$ cat src/common/timer_mode_pkg.sv
// Purpose: constants and carrier types of the timer mode and pwm control slice
// Assumes: classic wishbone, 32-bit data, byte lane 0 carries the 8-bit registers
// Notes:   offsets are byte addresses, one aligned word per register
package timer_mode_pkg;

   // ---------------------------------------------------------------
   // register map
   // ---------------------------------------------------------------
   localparam int unsigned ADR_W             = 8;
   localparam int unsigned DAT_W             = 32;
   localparam logic [7:0]  MODE_SELECT_OFS   = 8'h00;
   localparam logic [7:0]  FUNC_CONTROL_OFS  = 8'h04;
   localparam logic [7:0]  PIN_STATUS_OFS    = 8'h08;

   // ---------------------------------------------------------------
   // field positions
   // ---------------------------------------------------------------
   localparam int unsigned PHASE_COUNT_BIT   = 6;
   localparam int unsigned FLAG_DIR_BIT      = 5;
   localparam int unsigned PULSE_MODE_LSB    = 0;
   localparam int unsigned COMB_MODE_LSB     = 4;
   localparam int unsigned BUFFER_EN_LSB     = 0;
   localparam int unsigned FUNC_FIXED_BIT    = 6;
   localparam int unsigned CHANNELS          = 5;

   // ---------------------------------------------------------------
   // reset values and counter limits
   // ---------------------------------------------------------------
   localparam logic [4:0]  PULSE_MODE_RST    = 5'h00;
   localparam logic [1:0]  COMB_MODE_RST     = 2'h0;
   localparam logic [3:0]  BUFFER_EN_RST     = 4'h0;
   localparam logic [7:0]  FUNC_CONTROL_RD0  = 8'h40;
   localparam logic [15:0] COUNTER_MAX       = 16'hFFFF;
   localparam logic [15:0] COUNTER_MIN       = 16'h0000;

   typedef enum logic [1:0] {
      COMB_NORMAL,
      COMB_COMPLEMENTARY,
      COMB_RESET_SYNC
   } comb_mode_e;

   typedef struct packed {
      logic             cyc;
      logic             stb;
      logic             we;
      logic [ADR_W-1:0] adr;
      logic [3:0]       sel;
      logic [DAT_W-1:0] dat;
   } wb_req_s;

   typedef struct packed {
      logic             ack;
      logic [DAT_W-1:0] dat;
   } wb_rsp_s;

   typedef struct packed {
      logic             phase_count_select;
      logic             flag_direction_select;
      logic [4:0]       pulse_mode;
      logic [1:0]       combination_mode;
      logic [3:0]       buffer_enable;
      logic             ext_a_meta;
      logic             ext_a_sync;
      logic             ext_a_prev;
      logic             ext_b_meta;
      logic             ext_b_sync;
      logic             ext_b_prev;
      logic [15:0]      channel2_counter;
      logic             overflow_set;
      logic [4:0]       pin_level;
      logic             ack;
      logic [DAT_W-1:0] rd_data;
   } timer_state_s;

endpackage : timer_mode_pkg

$ cat src/rtl/timer_mode_pwm_control.sv
// Purpose: mode control, channel 2 phase counter and pwm pin control of a five channel timer
// Assumes: count ticks, compare matches and clear requests arrive as one-cycle pulses from
//          the prescaler and compare datapaths; inputs other than ext_count_in_a and ext_count_in_b are synchronous to clk_sys
// Notes:   registers on classic wishbone, ack one cycle after the request
//
// Local design decisions: the Wishbone register port and the register offsets.
module timer_mode_pwm_control (
   // clock and reset
   input  wire logic                     clk_sys,
   input  wire logic                     rst,
   input  wire logic                     standby,
   // register bus
   input  wire timer_mode_pkg::wb_req_s  wb_req,
   output timer_mode_pkg::wb_rsp_s       wb_rsp,
   // external count inputs
   input  wire logic                     ext_count_in_a,
   input  wire logic                     ext_count_in_b,
   // channel 2 counting
   input  wire logic                     count_run_ch2,
   input  wire logic                     count_tick_ch2,
   output logic [15:0]                   channel2_counter,
   output logic                          overflow_flag_set,
   // synchronized clear
   input  wire logic [4:0]               timer_sync_select,
   input  wire logic [4:0]               clear_request,
   output logic [4:0]                    counter_clear,
   // compare matches and pwm pins
   input  wire logic [4:0]               match_a,
   input  wire logic [4:0]               match_b,
   input  wire logic [4:0]               channel_a_pin_i,
   output logic [4:0]                    channel_a_pin_o,
   output logic [4:0]                    channel_a_pin_oe_n,
   // mode outputs to the datapaths
   output logic                          phase_count_select,
   output logic [4:0]                    pwm_active,
   output logic                          complementary_pwm,
   output logic                          reset_sync_pwm,
   output logic [3:0]                    buffer_enable
);
   import timer_mode_pkg::*;

   localparam timer_state_s STATE_RST = '0;

   // ---------------------------------------------------------------
   // helpers
   // ---------------------------------------------------------------
   function automatic comb_mode_e decode_comb(input logic [1:0] field);
      comb_mode_e m;
      case (field)
         2'h2:    m = COMB_COMPLEMENTARY;
         2'h3:    m = COMB_RESET_SYNC;
         default: m = COMB_NORMAL;
      endcase
      return m;
   endfunction : decode_comb

   // returns {step, up}; a move of both pins at once is dropped
   function automatic logic [1:0] quad_step(input logic a, input logic b,
                                            input logic a_moved, input logic b_moved);
      logic [1:0] r;
      r = 2'h0;
      if (a_moved && !b_moved) begin
         r = {1'b1, ~(a ^ b)};
      end else if (b_moved && !a_moved) begin
         r = {1'b1, a ^ b};
      end
      return r;
   endfunction : quad_step

   // ---------------------------------------------------------------
   // state
   // ---------------------------------------------------------------
   timer_state_s st_q;
   timer_state_s st_d;
   comb_mode_e   comb_mode;
   logic         bus_hit;
   logic         bus_write;
   logic         a_moved;
   logic         b_moved;
   logic [1:0]   qstep;
   logic         step;
   logic         step_up;
   logic         wrap_up;
   logic         wrap_down;
   logic [DAT_W-1:0] rd_mux;

   assign comb_mode = decode_comb(st_q.combination_mode);

   // ---------------------------------------------------------------
   // synchronized clear
   // ---------------------------------------------------------------
   always_comb begin
      for (int i = 0; i < CHANNELS; i++) begin
         counter_clear[i] = clear_request[i] |
                            (timer_sync_select[i] & |(clear_request & timer_sync_select));
      end
   end

   // ---------------------------------------------------------------
   // next state
   // ---------------------------------------------------------------
   always_comb begin
      st_d      = st_q;
      bus_hit   = wb_req.cyc & wb_req.stb;
      bus_write = bus_hit & wb_req.we & st_q.ack & wb_req.sel[0];
      rd_mux    = '0;
      a_moved   = 1'b0;
      b_moved   = 1'b0;
      qstep     = 2'h0;
      step      = 1'b0;
      step_up   = 1'b0;
      wrap_up   = 1'b0;
      wrap_down = 1'b0;

      // read mux, reserved bit 7 reads 0
      case (wb_req.adr)
         MODE_SELECT_OFS: begin
            rd_mux[PHASE_COUNT_BIT]                     = st_q.phase_count_select;
            rd_mux[FLAG_DIR_BIT]                        = st_q.flag_direction_select;
            rd_mux[PULSE_MODE_LSB +: CHANNELS]          = st_q.pulse_mode;
         end
         FUNC_CONTROL_OFS: begin
            rd_mux[7:0]                                 = FUNC_CONTROL_RD0;
            rd_mux[COMB_MODE_LSB +: 2]                  = st_q.combination_mode;
            rd_mux[BUFFER_EN_LSB +: 4]                  = st_q.buffer_enable;
         end
         PIN_STATUS_OFS: begin
            rd_mux[CHANNELS-1:0]                        = channel_a_pin_i;
         end
         default: begin
            rd_mux = '0;
         end
      endcase

      // bus: ack one cycle after the request, write at the acked edge
      st_d.ack = bus_hit & ~st_q.ack;
      if (st_d.ack) begin
         st_d.rd_data = rd_mux;
      end
      if (bus_write) begin
         case (wb_req.adr)
            MODE_SELECT_OFS: begin
               st_d.phase_count_select    = wb_req.dat[PHASE_COUNT_BIT];
               st_d.flag_direction_select = wb_req.dat[FLAG_DIR_BIT];
               st_d.pulse_mode            = wb_req.dat[PULSE_MODE_LSB +: CHANNELS];
            end
            FUNC_CONTROL_OFS: begin
               st_d.combination_mode      = wb_req.dat[COMB_MODE_LSB +: 2];
               st_d.buffer_enable         = wb_req.dat[BUFFER_EN_LSB +: 4];
            end
            default: begin
               st_d.ack = st_d.ack;
            end
         endcase
      end
      if (standby) begin
         st_d.phase_count_select    = 1'b0;
         st_d.flag_direction_select = 1'b0;
         st_d.pulse_mode            = PULSE_MODE_RST;
         st_d.combination_mode      = COMB_MODE_RST;
         st_d.buffer_enable         = BUFFER_EN_RST;
      end

      // external count inputs: two flops then an edge register
      st_d.ext_a_meta = ext_count_in_a;
      st_d.ext_a_sync = st_q.ext_a_meta;
      st_d.ext_a_prev = st_q.ext_a_sync;
      st_d.ext_b_meta = ext_count_in_b;
      st_d.ext_b_sync = st_q.ext_b_meta;
      st_d.ext_b_prev = st_q.ext_b_sync;
      a_moved = st_q.ext_a_sync ^ st_q.ext_a_prev;
      b_moved = st_q.ext_b_sync ^ st_q.ext_b_prev;
      qstep   = quad_step(st_q.ext_a_sync, st_q.ext_b_sync, a_moved, b_moved);

      // count source: pins in phase mode, prescaler tick otherwise
      if (st_q.phase_count_select) begin
         step    = qstep[1];
         step_up = qstep[0];
      end else begin
         step    = count_tick_ch2;
         step_up = 1'b1;
      end
      step = step & count_run_ch2;

      // clear keeps priority in every mode
      st_d.overflow_set = 1'b0;
      if (counter_clear[2]) begin
         st_d.channel2_counter = COUNTER_MIN;
      end else if (step) begin
         if (step_up) begin
            wrap_up               = (st_q.channel2_counter == COUNTER_MAX);
            st_d.channel2_counter = st_q.channel2_counter + 16'h0001;
         end else begin
            wrap_down             = (st_q.channel2_counter == COUNTER_MIN);
            st_d.channel2_counter = st_q.channel2_counter - 16'h0001;
         end
         st_d.overflow_set = wrap_up | (wrap_down & ~st_q.flag_direction_select);
      end

      // pwm pin levels
      for (int i = 0; i < CHANNELS; i++) begin
         if (pwm_active[i]) begin
            if (match_a[i]) begin
               st_d.pin_level[i] = 1'b1;
            end else if (match_b[i]) begin
               st_d.pin_level[i] = 1'b0;
            end
         end
      end
   end

   always_ff @(posedge clk_sys) begin
      if (rst) begin
         st_q <= STATE_RST;
      end else begin
         st_q <= st_d;
      end
   end

   // ---------------------------------------------------------------
   // outputs
   // ---------------------------------------------------------------
   assign wb_rsp.ack          = st_q.ack;
   assign wb_rsp.dat          = st_q.rd_data;
   assign channel2_counter    = st_q.channel2_counter;
   assign overflow_flag_set   = st_q.overflow_set;
   assign phase_count_select  = st_q.phase_count_select;
   assign complementary_pwm   = (comb_mode == COMB_COMPLEMENTARY);
   assign reset_sync_pwm      = (comb_mode == COMB_RESET_SYNC);
   assign pwm_active[2:0]     = st_q.pulse_mode[2:0];
   assign pwm_active[4:3]     = (comb_mode == COMB_NORMAL) ? st_q.pulse_mode[4:3] : 2'h0;
   assign buffer_enable       = st_q.buffer_enable;
   assign channel_a_pin_o     = st_q.pin_level;
   assign channel_a_pin_oe_n  = ~pwm_active;
endmodule : timer_mode_pwm_control

$ cat config.mk
export PLATFORM = sky130hd
export DESIGN_NAME = timer_mode_pwm_control
export DESIGN_NICKNAME = d
export VERILOG_FILES = /design/src/common/timer_mode_pkg.sv /design/src/rtl/timer_mode_pwm_control.sv
export SDC_FILE = /design/constraint.sdc
export NUM_CORES = 1
export LEC_CHECK = 0
export BUFFER_PORTS_ARGS = -buffer_cell sky130_fd_sc_hd__buf_4
export CORE_UTILIZATION = 40
export CTS_CLUSTER_DIAMETER = 120
export DETAILED_ROUTE_END_ITERATION = 8
export PLACE_DENSITY_LB_ADDON = 0.25
export SLEW_MARGIN = 20
export SYNTH_ARGS = -nofsm -noshare
export SYNTH_HDL_FRONTEND = slang
export SYNTH_SLANG_ARGS = --single-unit
$ cat constraint.sdc
create_clock -name clk_sys -period 10.32 [get_ports clk_sys]
set_input_delay 2.064 -clock clk_sys [delete_from_list [all_inputs] [get_ports clk_sys]]
set_output_delay 2.064 -clock clk_sys [all_outputs]
set_load 0.01 [all_outputs]
==> impl_summary.md, run 1 <==
Die
For this configuration, the core starts out at a cell density of 0.419. The die covers 0.00858 sq mm. The vertical die dimension is 92.6 microns. In this run the standard cell core region covers 0.00785 sq mm. For this design the top-level I/O count stands at 156. The count of standard-cell rows is 32.

Measured along the x axis, the die boundary spans 92.6 microns.

Detailed routing
The total via count after detailed routing is 2876. The first-pass detailed-route iteration total is 4. The starting DRC count in detailed routing is 93. Once detail routing completed, the nets flagged for antenna violations numbered 0. After detailed routing, the total wire length is 7570 microns.

After detailed routing, the number of vias per cell comes to 5.10. Dividing the detail-routed wire length by the instance count gives 13.4 microns. For this run, design rule violations remaining after detail routing come to 0.

Synthesis
After synthesis, the mean cell area works out to 8.19 sq um. By area the synthesized netlist is led by sky130_fd_sc_hd__dfxtp_1 30%, sky130_fd_sc_hd__buf_4 14%, sky130_fd_sc_hd__ha_1 6.1%, sky130_fd_sc_hd__mux2i_1 6.1%, sky130_fd_sc_hd__nor2_1 4.3%. For this run, asynchronously set or reset flops after synthesis account for 0.

After technology mapping, the gate count stands at 401. For this run, the leading register cell type out of synthesis is sky130_fd_sc_hd__dfxtp_1. The sequential share of the synthesized area is 0.299. The share of synthesized area in the top cell type comes to 0.299. The netlist area before placement is 0.00329 sq mm. The netlist uses 44 different library cells. The synthesized design spends more area on one cell type than any other, namely sky130_fd_sc_hd__dfxtp_1. The number of enable flip-flop cells after synthesis is 0. The yosys synthesis warning count is 0. Synthesis inferred 49 register bits.

STA
Setup slack on the critical path of the routed design comes to 5.23 ns. In the finished design, the share of the clock period the worst path needs comes to 0.493. The number of hold violations in the final report is 0. Setup violations remaining at the end of the flow were counted as 0.

The max-slew violation count is 0. The routed design could run at a clock period as short as 5.09 ns. For the pin with the worst max-slew slack, the measured transition is 0.865 ns. The post-route clock skew is 0.00788 ns. The worst pin sits at a relative slew slack of 0.422. Derived from the worst setup path, the maximum achievable clock frequency is 196 MHz.

The tightest hold path in the finished design has a slack of 0.444 ns. The post-route setup TNS is 0 ns. Setup repair after global routing left no endpoint under its margin.

CTS
The TritonCTS clock tree is yes. The clock sink count is 49. The number of buffers on the longest clock path is 2. The clock transition time at the flip-flop clock pins of the worst setup and hold paths is 0.09 ns. The number of gates given a new drive strength after cts is 0. In this run the clock root is driven by a sky130_fd_sc_hd__clkbuf_8.

The number of buffers inserted by post-CTS setup repair is 0. For this design, the CTS-stage hold fixing added 0 buffers. The clock reaches the later pin of the worst-skew pair after 0.31 ns.

The H-tree was split into 2 levels. Buffers inserted during clock tree synthesis total 5.

Power and ir drop
The power density relative to cell area is 96.6 mW/mm^2. Of the total power, registers draw 0.511. For this design the static power due to leakage is 1.75 nW. The peak supply drop is 55.1 uV. Of the total power, combinational logic draws 0.113. The cell-internal power is 283 uW. Of the total power, the share spent switching nets is 0.243. The share of total power dissipated in the clock network is 0.377.

The net switching component of the power is 91.1 uW.

Worst setup path
The type of destination of the critical path is a primary output. Along the worst path, the maximum fanout reaches 4. STA classifies the critical path startpoint as an input port. STA puts the critical path data arrival time at 3.03 ns. The critical path is of the in -> out type. The required time of the critical path is 8.26 ns.

Final layout
Counting the fill cells in the layout gives 790. The final-stage net count is 557. After the flow finishes, the layout carries non-filler instances totaling 564. Measured on the finished design, the core utilization comes to 0.494.

0 antenna diodes ended up in the layout. The area growth from synthesis to layout is 17.9%. In the final layout, the share of cells above drive strength 1 is 0.251.

Global route
The number of global-route vias before repair came to 2637. Summed over all layers, the global routing overflow is 0. The wire length of the first global-routing pass is 12100 microns. Across every metal layer, demand over resource in global routing totals 0.174. Entering global routing, the biggest net connects 23 pins. The number of antenna violations at the first check in global routing is 0.

Status
The flow ran to the end, and the final reports show no timing, DRC or antenna violations.

Placed design
The number of cells in the design after placement is 556. The worst slack at placement is 5.23 ns. The number of port buffers is 102.

At the end of routability-driven placement, the weighted congestion stood at 0.831. Detailed placement finished with a half-perimeter wire length of 5830 microns.

Hold path
The path type of the worst min-delay path is reg -> reg.

Job
The count of maximum capacitance violations is 0.
==> cells in the final DEF, fill, tap and decap left out, types with 2 or more instances in the layout <==
| master | Yosys | final |
|---|---|---|
| sky130_fd_sc_hd__a211oi_1 | 6 | 6 |
| sky130_fd_sc_hd__xor2_1 | 4 | 4 |
| sky130_fd_sc_hd__dfxtp_1 | 49 | 49 |
| sky130_fd_sc_hd__o22ai_1 | 2 | 2 |
| sky130_fd_sc_hd__o21ai_1 | 2 | 2 |
| sky130_fd_sc_hd__ha_1 | 16 | 16 |
| sky130_fd_sc_hd__nor2_1 | 38 | 38 |
| sky130_fd_sc_hd__or3_1 | 3 | 3 |
| sky130_fd_sc_hd__conb_1 | 1 | 25 |
| sky130_fd_sc_hd__nor4_1 | 10 | 10 |
| sky130_fd_sc_hd__a211o_1 | 4 | 4 |
| sky130_fd_sc_hd__and3_1 | 2 | 2 |
| sky130_fd_sc_hd__buf_4 | 62 | 103 |
| sky130_fd_sc_hd__nor2b_1 | 16 | 16 |
| sky130_fd_sc_hd__a22oi_1 | 12 | 12 |
| sky130_fd_sc_hd__nand4b_1 | 2 | 2 |
| sky130_fd_sc_hd__o211ai_1 | 3 | 3 |
| sky130_fd_sc_hd__o21ai_0 | 11 | 11 |
| sky130_fd_sc_hd__nand3_1 | 5 | 5 |
| sky130_fd_sc_hd__a31oi_1 | 2 | 2 |
| sky130_fd_sc_hd__nor3_1 | 4 | 4 |
| sky130_fd_sc_hd__xnor2_1 | 6 | 6 |
| sky130_fd_sc_hd__or2_2 | 2 | 2 |
| sky130_fd_sc_hd__a311o_1 | 3 | 3 |
| sky130_fd_sc_hd__clkbuf_8 | 0 | 5 |
| sky130_fd_sc_hd__a21o_1 | 10 | 10 |
| sky130_fd_sc_hd__and2_1 | 2 | 2 |
| sky130_fd_sc_hd__inv_1 | 9 | 9 |
| sky130_fd_sc_hd__nand4_1 | 10 | 10 |
| sky130_fd_sc_hd__a21oi_1 | 24 | 24 |
| sky130_fd_sc_hd__o21a_1 | 7 | 7 |
| sky130_fd_sc_hd__nand2_1 | 33 | 33 |
| sky130_fd_sc_hd__mux2i_1 | 20 | 20 |
==> cells by family (layout without fill, tap and decap cells) <==
family	count (synthesis)	count (layout)	share of synthesized area
flops	49	49	0.299
compound gates	89	89	0.178
fa+ha+maj	17	17	0.0670
simple gates	131	131	0.197
buf+inv	83	120	0.167
mux	21	21	0.0644
other cells	1	25	0.00114
xor+xnor	10	10	0.0267
==> critical path, cell delays in order <==
cell and delay [ns]:
sky130_fd_sc_hd__buf_4 0.11, sky130_fd_sc_hd__a22oi_1 0.18, sky130_fd_sc_hd__nand2_1 0.13, sky130_fd_sc_hd__a21o_1 0.21, sky130_fd_sc_hd__a21o_1 0.19, sky130_fd_sc_hd__buf_4 0.14
==> registers in the layout, summed over array words and instances (netlist names) <==
name	flops
channel_a_pin_o	5
st_d	4
st_q	7
buffer_enable	4
phase_count_select	1
wb_rsp	8
overflow_flag_set	1
pwm_active	3
channel2_counter	16
==> metal layers <==
layer / routed length, microns / share of wire / GRT usage / vias up
met5: 0 / 0 / 0 / -
met4: 70 / 0.0092 / 0.0487 / 0
met3: 468 / 0.062 / 0.0320 / 4
met2: 3550 / 0.47 / 0.297 / 103
met1: 3480 / 0.46 / 0.225 / 1314
li1: - / - / - / 1455
==> synth_stat cells (all sizes together), types with 3 or more instances <==
cell type / instances
a311o: 3
nand4: 10
clkbuf: 7
nor2b: 16
a211oi: 6
nor3: 4
a211o: 4
or3: 3
xnor2: 6
a21oi: 24
mux2i: 20
nand2: 33
o21a: 7
nor4: 10
o211ai: 3
buf: 67
nand3: 6
o21ai: 13
a22oi: 12
ha: 16
inv: 9
xor2: 4
a21o: 10
dfxtp: 49
nor2: 38
==> power by group through the flow <==
stage	registers [mW]	clock network (mW)	logic [mW]
floorplan	0.195	0	0.0281
global placement	0.196	0	0.0415
detailed placement	0.196	0	0.0422
CTS	0.191	0.144	0.0423
global route	0.191	0.150	0.0465
finish	0.191	0.141	0.0421
==> per-stage QoR <==
stage / cell area [sq um] / power, mW
4_1_cts: 3870 / 0.378
2_1_floorplan: 3380 / 0.223
3_5_place_dp: 3760 / 0.238
3_3_place_gp: 3760 / 0.237
5_1_grt: 3870 / 0.388
6_report: 3870 / 0.374
==> final timing paths <==
kind                       startpoint                                end  slack [ns]  depth (start not counted)
setup reg to reg  st_d[58]$_SDFF_PP0_  channel2_counter[10]$_SDFFE_PP0P_        6.44                         13
hold reg to reg   st_d[56]$_SDFF_PP0_                st_d[55]$_SDFF_PP0_        0.44                          1
hold / removal    st_d[56]$_SDFF_PP0_                st_d[55]$_SDFF_PP0_        0.44                          1
setup / recovery     clear_request[1]                   counter_clear[3]        5.23                          6
==> layout make-up <==
cell class                      count  area (sq um)  share of cell area
Clock inverter                      3          43.8              0.0113
Inverter                            9          33.8             0.00872
Tap cell                          102           128              0.0329
Sequential cell                    49           981               0.253
Clock buffer                        5          68.8              0.0178
Multi-Input combinational cell    293          1850               0.477
Timing Repair Buffer              103           773               0.200
No activity file was read; power rests on OpenSTA's default activity.
==> run 2: changes to the inputs <==
==> constraint.sdc (replaced) <==
create_clock -name clk_sys -period 5.2 [get_ports clk_sys]
set_input_delay 1.04 -clock clk_sys [delete_from_list [all_inputs] [get_ports clk_sys]]
set_output_delay 1.04 -clock clk_sys [all_outputs]
set_load 0.01 [all_outputs]
==> run 2 against run 1 <==
  * Global-route usage is 0.62 points lower
  * Combinational power is 99% higher
  * Worst hold slack better by 0.0010 ns
  * Cell area is 0.45% lower
  * Total power is 89% higher
  * Worst setup slack worse by 3.9 ns
  * Count of clock-buffer cells in the layout stayed put
  * Largest cell class unchanged
  * Largest power group unchanged
==> impl_summary.md, run 2 (synthesis results as in run 1) <==
Status
The flow ran to the end, and the final reports show no timing, DRC or antenna violations.

Global route
The number of antenna violations at the first check in global routing is 0. The total overflow left after global routing is 0. Entering global routing, the biggest net connects 23 pins.

The wire length of the first global-routing pass is 11700 microns. The number of global-route vias before repair was 2498. The total routing resource utilization after global routing is 0.168.

STA
Setup repair after global routing left no endpoint under its margin. The number of hold violations in the final report is 0. For the pin with the worst max-slew slack, the measured transition is 0.839 ns. The final critical path time including I/O delays and setup is 3.86 ns.

Measured against its own limit, the worst slew margin works out to 0.437. The post-route setup TNS is 0 ns. The final number of setup-violating endpoints is 0. The post-route clock period utilization is 0.742. The max-slew violation count is 0. The highest clock rate is 259 MHz. The post-route clock skew is 0.0121 ns.

Worst setup path
The maximum fanout count along the critical path is 17. The worst register-to-register path has a depth of 13. The capture point of the critical path is channel2_counter[10]$_SDFFE_PP0P_.

The type of the worst setup path is reg -> reg. At the worst endpoint, the arrival time is 4.06 ns. The worst register-to-register path has a setup slack of 1.34 ns.

STA classifies the critical path startpoint as a register. The terminus of the critical flop-to-flop path is channel2_counter[10]$_SDFFE_PP0P_. The most critical setup path has its startpoint at st_d[58]$_SDFF_PP0_. The worst setup path is captured at a register.

At the worst endpoint, the required time is 5.41 ns. The startpoint of the most critical register-to-register path is st_d[58]$_SDFF_PP0_.

Power and ir drop
VDD sags by at most 114 uV. For this design the static power due to leakage is 1.74 nW. The total power draw is 707 uW. Dividing total power by cell area gives a power density of 183 mW/mm^2.

CTS
The clock sink count is 49. The number of gates given a new drive strength after cts is 0. In this run the number of H-tree levels came out at 2. The clock root buffer master is sky130_fd_sc_hd__clkbuf_8.

After clock tree synthesis, the flow added hold-fix buffers numbering 0. The clock transition time at the flip-flop clock pins of the worst setup and hold paths is 0.10 ns. The number of buffers inserted by post-CTS setup repair is 0.

The number of buffers created by CTS is 5. The clock passes through at most 2 buffers. The TritonCTS clock tree is yes.

Clock latency on the worst-skew pair, taken at its later pin, is 0.31 ns.

Detailed routing
In this run, the number of DRC markers left after iteration 0 of detailed routing was 102. The number of vias per cell after detailed routing is 5.09. After detailed routing, the average wire length per cell comes to 13.3 microns. For this run, design rule violations remaining after detail routing come to 0. The first TritonRoute pass finished after 4 iterations.

The total length of routed wires is 7500 microns. The routed layout has 2870 vias. The count of nets left with antenna violations after detail routing is 0.

Final layout
The share of layout cells above drive strength 1 is 0.251. For this run, the post-layout net count is 557. Compared with the post-synthesis result, the final layout area differs by 17.4%. In the layout the commonest cells are 103 x sky130_fd_sc_hd__buf_4, 49 x sky130_fd_sc_hd__dfxtp_1, 38 x sky130_fd_sc_hd__nor2_1.

The number of filler cells placed in the layout is 799. The commonest non-fill, non-tap cell in the layout is sky130_fd_sc_hd__buf_4. The flip-flop count of the largest register, all copies and words added is 16. The count of inserted antenna diode cells is 0.

Placed design
The routability congestion estimate from global placement is 0.819. The final HPWL from detailed placement is 5740 microns. Port buffering added 102 buffers.

Job
The count of maximum capacitance violations is 0.

Die
The top-level port count is 156. The die covers 0.00858 sq mm. The vertical die dimension is 92.6 microns.

The initial utilization of the core area, before any placement, comes to 0.419. The die is 92.6 microns wide. The core area is 0.00785 sq mm. The initialized floorplan defines 32 standard-cell rows.

Hold path
The path type of the worst min-delay path is reg -> reg.
==> run 2: final cells by class <==
class | count | area (sq um) | share of cell area
Inverter | 9 | 33.8 | 0.00876
Clock buffer | 5 | 68.8 | 0.0178
Sequential cell | 49 | 981 | 0.254
Multi-Input combinational cell | 293 | 1850 | 0.479
Tap cell | 102 | 128 | 0.0331
Timing Repair Buffer | 103 | 773 | 0.200
Clock inverter | 3 | 26.3 | 0.00681
==> run 2: where the power goes <==
part	total [mW]	switching, mW	internal (mW)	leakage, nW
sequential	0.379	0.00183	0.378	0.396
clock	0.244	0.145	0.0982	0.0423
combinational	0.0836	0.0435	0.0401	1.30
==> run 2: worst min-delay path by stage <==
stage                        startpoint             endpoint  slack, ns  depth (start not counted)
floorplan           st_d[56]$_SDFF_PP0_  st_d[55]$_SDFF_PP0_       0.41                          1
global placement    st_d[56]$_SDFF_PP0_  st_d[55]$_SDFF_PP0_       0.42                          1
detailed placement  st_d[59]$_SDFF_PP0_  st_d[58]$_SDFF_PP0_       0.42                          1
CTS                 st_d[59]$_SDFF_PP0_  st_d[58]$_SDFF_PP0_       0.45                          1
global route        st_d[59]$_SDFF_PP0_  st_d[58]$_SDFF_PP0_       0.46                          1
finish              st_d[59]$_SDFF_PP0_  st_d[58]$_SDFF_PP0_       0.44                          1
==> run 2: worst max-delay path, cell delays in order, from the launching register on <==
cell and delay [ns]:
sky130_fd_sc_hd__dfxtp_1 0.38, sky130_fd_sc_hd__xor2_1 0.22, sky130_fd_sc_hd__inv_1 0.07, sky130_fd_sc_hd__ha_1 0.17
sky130_fd_sc_hd__nor2b_1 0.12, sky130_fd_sc_hd__mux2i_1 0.31, sky130_fd_sc_hd__and2_1 0.65, sky130_fd_sc_hd__ha_1 0.41
sky130_fd_sc_hd__a211oi_1 0.31, sky130_fd_sc_hd__o21bai_1 0.18, sky130_fd_sc_hd__a211o_1 0.31, sky130_fd_sc_hd__a21oi_1 0.22
sky130_fd_sc_hd__nor4_1 0.07, sky130_fd_sc_hd__a311o_1 0.34
==> run 2: stage by stage <==
step	hold WS, ns	instances	setup slack (ns)	cell area (sq um)	util
floorplan	0.414	425	1.93	3380	-
detailed placement	0.424	556	1.36	3760	0.479
global placement	0.417	556	1.44	3760	0.479
global route	0.461	564	0.981	3860	0.492
CTS	0.448	564	1.34	3860	0.492
finish	0.445	564	1.34	3860	0.492
==> run 2: routing by layer <==
metal / up-vias / track usage / routed length (microns)
met1: 1312 / 0.220 / 3550
met2: 95 / 0.283 / 3450
met3: 4 / 0.0312 / 431
met5: - / 0 / 0
li1: 1459 / - / -
met4: 0 / 0.0462 / 68
==> run 3: changes to the inputs <==
--- a/config.mk
+++ b/config.mk
@@ -5,6 +5,7 @@
 export SDC_FILE = /design/constraint.sdc
 export NUM_CORES = 1
 export LEC_CHECK = 0
+export ABC_AREA = 1
 export BUFFER_PORTS_ARGS = -buffer_cell sky130_fd_sc_hd__buf_4
 export CORE_UTILIZATION = 40
 export CTS_CLUSTER_DIAMETER = 120
==> constraint.sdc (replaced) <==
create_clock -name clk_sys -period 3.2 [get_ports clk_sys]
set_input_delay 0.64 -clock clk_sys [delete_from_list [all_inputs] [get_ports clk_sys]]
set_output_delay 0.64 -clock clk_sys [all_outputs]
set_load 0.01 [all_outputs]
==> run 3 against run 2 <==
  * Wire length increased by 12%
  * Register-to-register slack got worse by 0.93 ns
  * Maximum frequency increased by 39%
  * Highest routed layer unchanged
  * Critical path type unchanged
  * Die area increased by 8.9%
  * Area after synthesis increased by 9.1%
  * Cell count increased by 31%
  * Synthesized cell count increased by 41%
  * Non-clock buffer count increased by 1
  * Worst setup slack got worse by 0.93 ns
  * Combinational power increased by 99%
  * Largest cell class unchanged
  * The run now ends with DRC left
==> impl_summary.md, run 3 <==
Worst setup path
The worst stage delay on the critical path is 0.34 ns. The required time of the critical path is 3.41 ns. The type of destination of the critical path is a register. The worst setup path is of the reg -> reg kind. The maximum fanout count along the critical path is 16.

The worst setup path is launched from a register. Data arrives at the worst endpoint at 3.00 ns. The slowest stage of the critical path is the sky130_fd_sc_hd__dfxtp_1 cell. The worst register-to-register path has a setup slack of 0.42 ns. The signal on the critical path passes through xnor2_1 > inv_1 > ha_1 > nor2_1 > nand2_1 > nand3_1 > clkinvlp_4 > buf_12 > ha_1 > nand2_1 > a21oi_1 > nand3_1 > nand4_1 > nand3_1 > nand2_1 > inv_1.

Synthesis
The count of state elements after synthesis is 49. The synthesized design spends more area on one cell type than any other, namely sky130_fd_sc_hd__dfxtp_1. In the post-synthesis netlist, the cell with the most instances is sky130_fd_sc_hd__nand2_1. Dividing the synthesized area by the synthesized cell count gives 6.34 sq um. After synthesis, the netlist uses 34 different library cells. The top-area cell type share of the netlist area is 0.274.

Yosys mapped a number of flops with a built-in enable equal to 0. Among all flip-flop cells after synthesis, the most frequent one is sky130_fd_sc_hd__dfxtp_1. For this run, asynchronously set or reset flops after synthesis account for 0.

The netlist area before placement is 0.00358 sq mm. The gate count after technology mapping is 565. Of the synthesized area, sequential elements account for 0.274. Sorting the synthesized cells by area gives the leading types as sky130_fd_sc_hd__dfxtp_1 27%, sky130_fd_sc_hd__nand2_1 15%, sky130_fd_sc_hd__buf_4 13%, sky130_fd_sc_hd__inv_1 8.3%, sky130_fd_sc_hd__nor2_1 6.8%. The yosys synthesis warning count is 0. After synthesis, the most frequently instantiated cells are 146 x sky130_fd_sc_hd__nand2_1, 79 x sky130_fd_sc_hd__inv_1, 65 x sky130_fd_sc_hd__nor2_1.

Global route
The number of antenna violations at the first check in global routing is 0. The wire length of the first global-routing pass is 14300 microns. The number of global-route vias before repair is 3284. The total overflow left after global routing is 0. The total routing resource utilization after global routing is 0.182.

Entering global routing, the biggest net connects 22 pins.

Placed design
The number of port buffers is 102. The HPWL after detailed placement is 6830 microns. The routability congestion estimate from global placement is 0.850.

Final layout
At the end of the flow the core is filled with cells to 0.484. The flip-flop count of the largest register, all copies and words added is 16. Of the cells placed in the final design, the portion with a size suffix greater than 1 is 0.200. The number of filler cells placed in the layout is 915.

The final-stage net count is 726. The top cell types in the final layout, fill and taps aside, are 146 x sky130_fd_sc_hd__nand2_1, 103 x sky130_fd_sc_hd__buf_4, 78 x sky130_fd_sc_hd__inv_1. The commonest non-fill, non-tap cell in the layout is sky130_fd_sc_hd__nand2_1.

The number of antenna diodes in the final layout is 0. From synthesis to final layout, the design area changed by 17.2%.

Status
The run finished, with violations left. The final reports fail on DRC.

CTS
The number of buffers on the longest clock path is 2. The number of buffers created by CTS is 5. The clock transition time at the flip-flop clock pins of the worst setup and hold paths is 0.10 ns. Clock latency on the worst-skew pair, taken at its later pin, is 0.30 ns. For this design, the CTS-stage hold fixing added 0 buffers. The H-tree was split into 2 levels.

The tree is rooted in a sky130_fd_sc_hd__clkbuf_8. The TritonCTS clock tree is yes. For this design, the sink count on the clock tree is 49.

STA
Counting I/O delays and the setup requirement, the final critical path takes 2.78 ns. At the pin with the least slew margin, the transition time is 0.797 ns. The post-route clock period utilization is 0.870. The relative slew slack is 0.467.

The post-route clock skew is 0.00434 ns. The number of hold violations in the final report came to 0. Setup repair after global routing left no endpoint under its margin. The max-slew violation count is 0. The final number of setup-violating endpoints is 0. In the final timing run, aggregate negative setup slack is 0 ns. The worst hold slack is 0.415 ns. The highest clock rate is 359 MHz.

Die
The full die area is 0.00934 sq mm. Measured along the x axis, the die boundary spans 96.7 microns. The floorplan step set the die height to 96.7 microns. The top-level port count is 156. The effective utilization at floorplan is 0.413. The count of standard-cell rows is 34. The core area is 0.00868 sq mm.

Detailed routing
The starting DRC count in detailed routing is 135. The total length of routed wires is 8390 microns. The final route contains 3462 vias. The first-pass detailed-route iteration total is 7.

Once detail routing completed, the nets flagged for antenna violations numbered 0. The number of vias per cell after detailed routing is 4.68. The detailed-route wire length per cell is 11.4 microns.

The post-route DRC violation count is 1.

Job
The count of maximum capacitance violations is 0.

Power and ir drop
The leakage power summed over all cells is 2.21 nW. Dividing total power by cell area gives a power density of 285 mW/mm^2. The peak supply drop is 181 uV.

Hold path
The path type of the worst min-delay path is reg -> reg.
==> run 3: path summary, 6_finish.rpt <==
check	cells past startpoint	endpoint	start
min reg2reg	2	st_d[58]$_SDFF_PP0_	st_d[59]$_SDFF_PP0_
max	16	channel2_counter[12]$_SDFFE_PP0P_	st_d[58]$_SDFF_PP0_
min	2	st_d[58]$_SDFF_PP0_	st_d[59]$_SDFF_PP0_
max reg2reg	16	channel2_counter[12]$_SDFFE_PP0P_	st_d[58]$_SDFF_PP0_
==> run 3: power by group <==
| group | internal [mW] | switching [mW] | total (mW) |
|---|---|---|---|
| registers | 0.618 | 0.00777 | 0.625 |
| logic | 0.0763 | 0.0893 | 0.166 |
| clock network | 0.180 | 0.226 | 0.406 |
| total | 0.874 | 0.323 | 1.20 |
==> run 3: metal layers <==
layer / global-route usage / share of wire / up-vias
li1: - / - / 1814
met1: 0.211 / 0.42 / 1549
met2: 0.344 / 0.51 / 90
met3: 0.0354 / 0.056 / 9
met4: 0.0390 / 0.011 / 0
met5: 0 / 0 / -
==> run 3: cell type report <==
cell class                 instances  area (sq um)  area share
timing repair buffer             104           793       0.189
clock buffer                       6          82.6      0.0197
inverter                          80           304      0.0724
sequential                        49           981       0.234
clock inverter                     2          17.5     0.00417
tap                              108           135      0.0322
multi-input combinational        390          1890       0.449
==> run 3: cells by family after synthesis <==
| kind of cell | synth area share |
|---|---|
| AO/OA/AOI/OAI | 0.0842 |
| AND/OR/NAND/NOR | 0.340 |
| flip-flops | 0.274 |
| XOR/XNOR | 0.0147 |
| adder cells (fa/ha/maj) | 0.0615 |
| buffers and inverters | 0.225 |
| other | 0.00105 |
==> run 3: worst max-delay path, delay by kind of cell, from the launching register on <==
family	cells	cell delay [ns]
buffers and inverters	4	0.41
XOR/XNOR	1	0.20
adder cells (fa/ha/maj)	2	0.50
AND/OR/NAND/NOR	8	0.91
AO/OA/AOI/OAI	1	0.31
flip-flops	1	0.34
==> run 3: timing repair <==
item                                    4_1_cts  5_1_grt
gates resized for setup                       0        1
endpoints found under the setup margin        0        6
setup buffers                                 0        1
==> run 3: through the flow <==
step / setup slack, ns / std cells / instance area [sq um] / power, mW
after floorplan: 0.725 / 589 / 3670 / 0.752
after global placement: 0.360 / 730 / 4080 / 0.802
after detailed placement: 0.248 / 730 / 4080 / 0.806
after CTS: 0.224 / 738 / 4180 / 1.22
after global routing: 0.122 / 739 / 4200 / 1.25
final: 0.417 / 739 / 4200 / 1.20
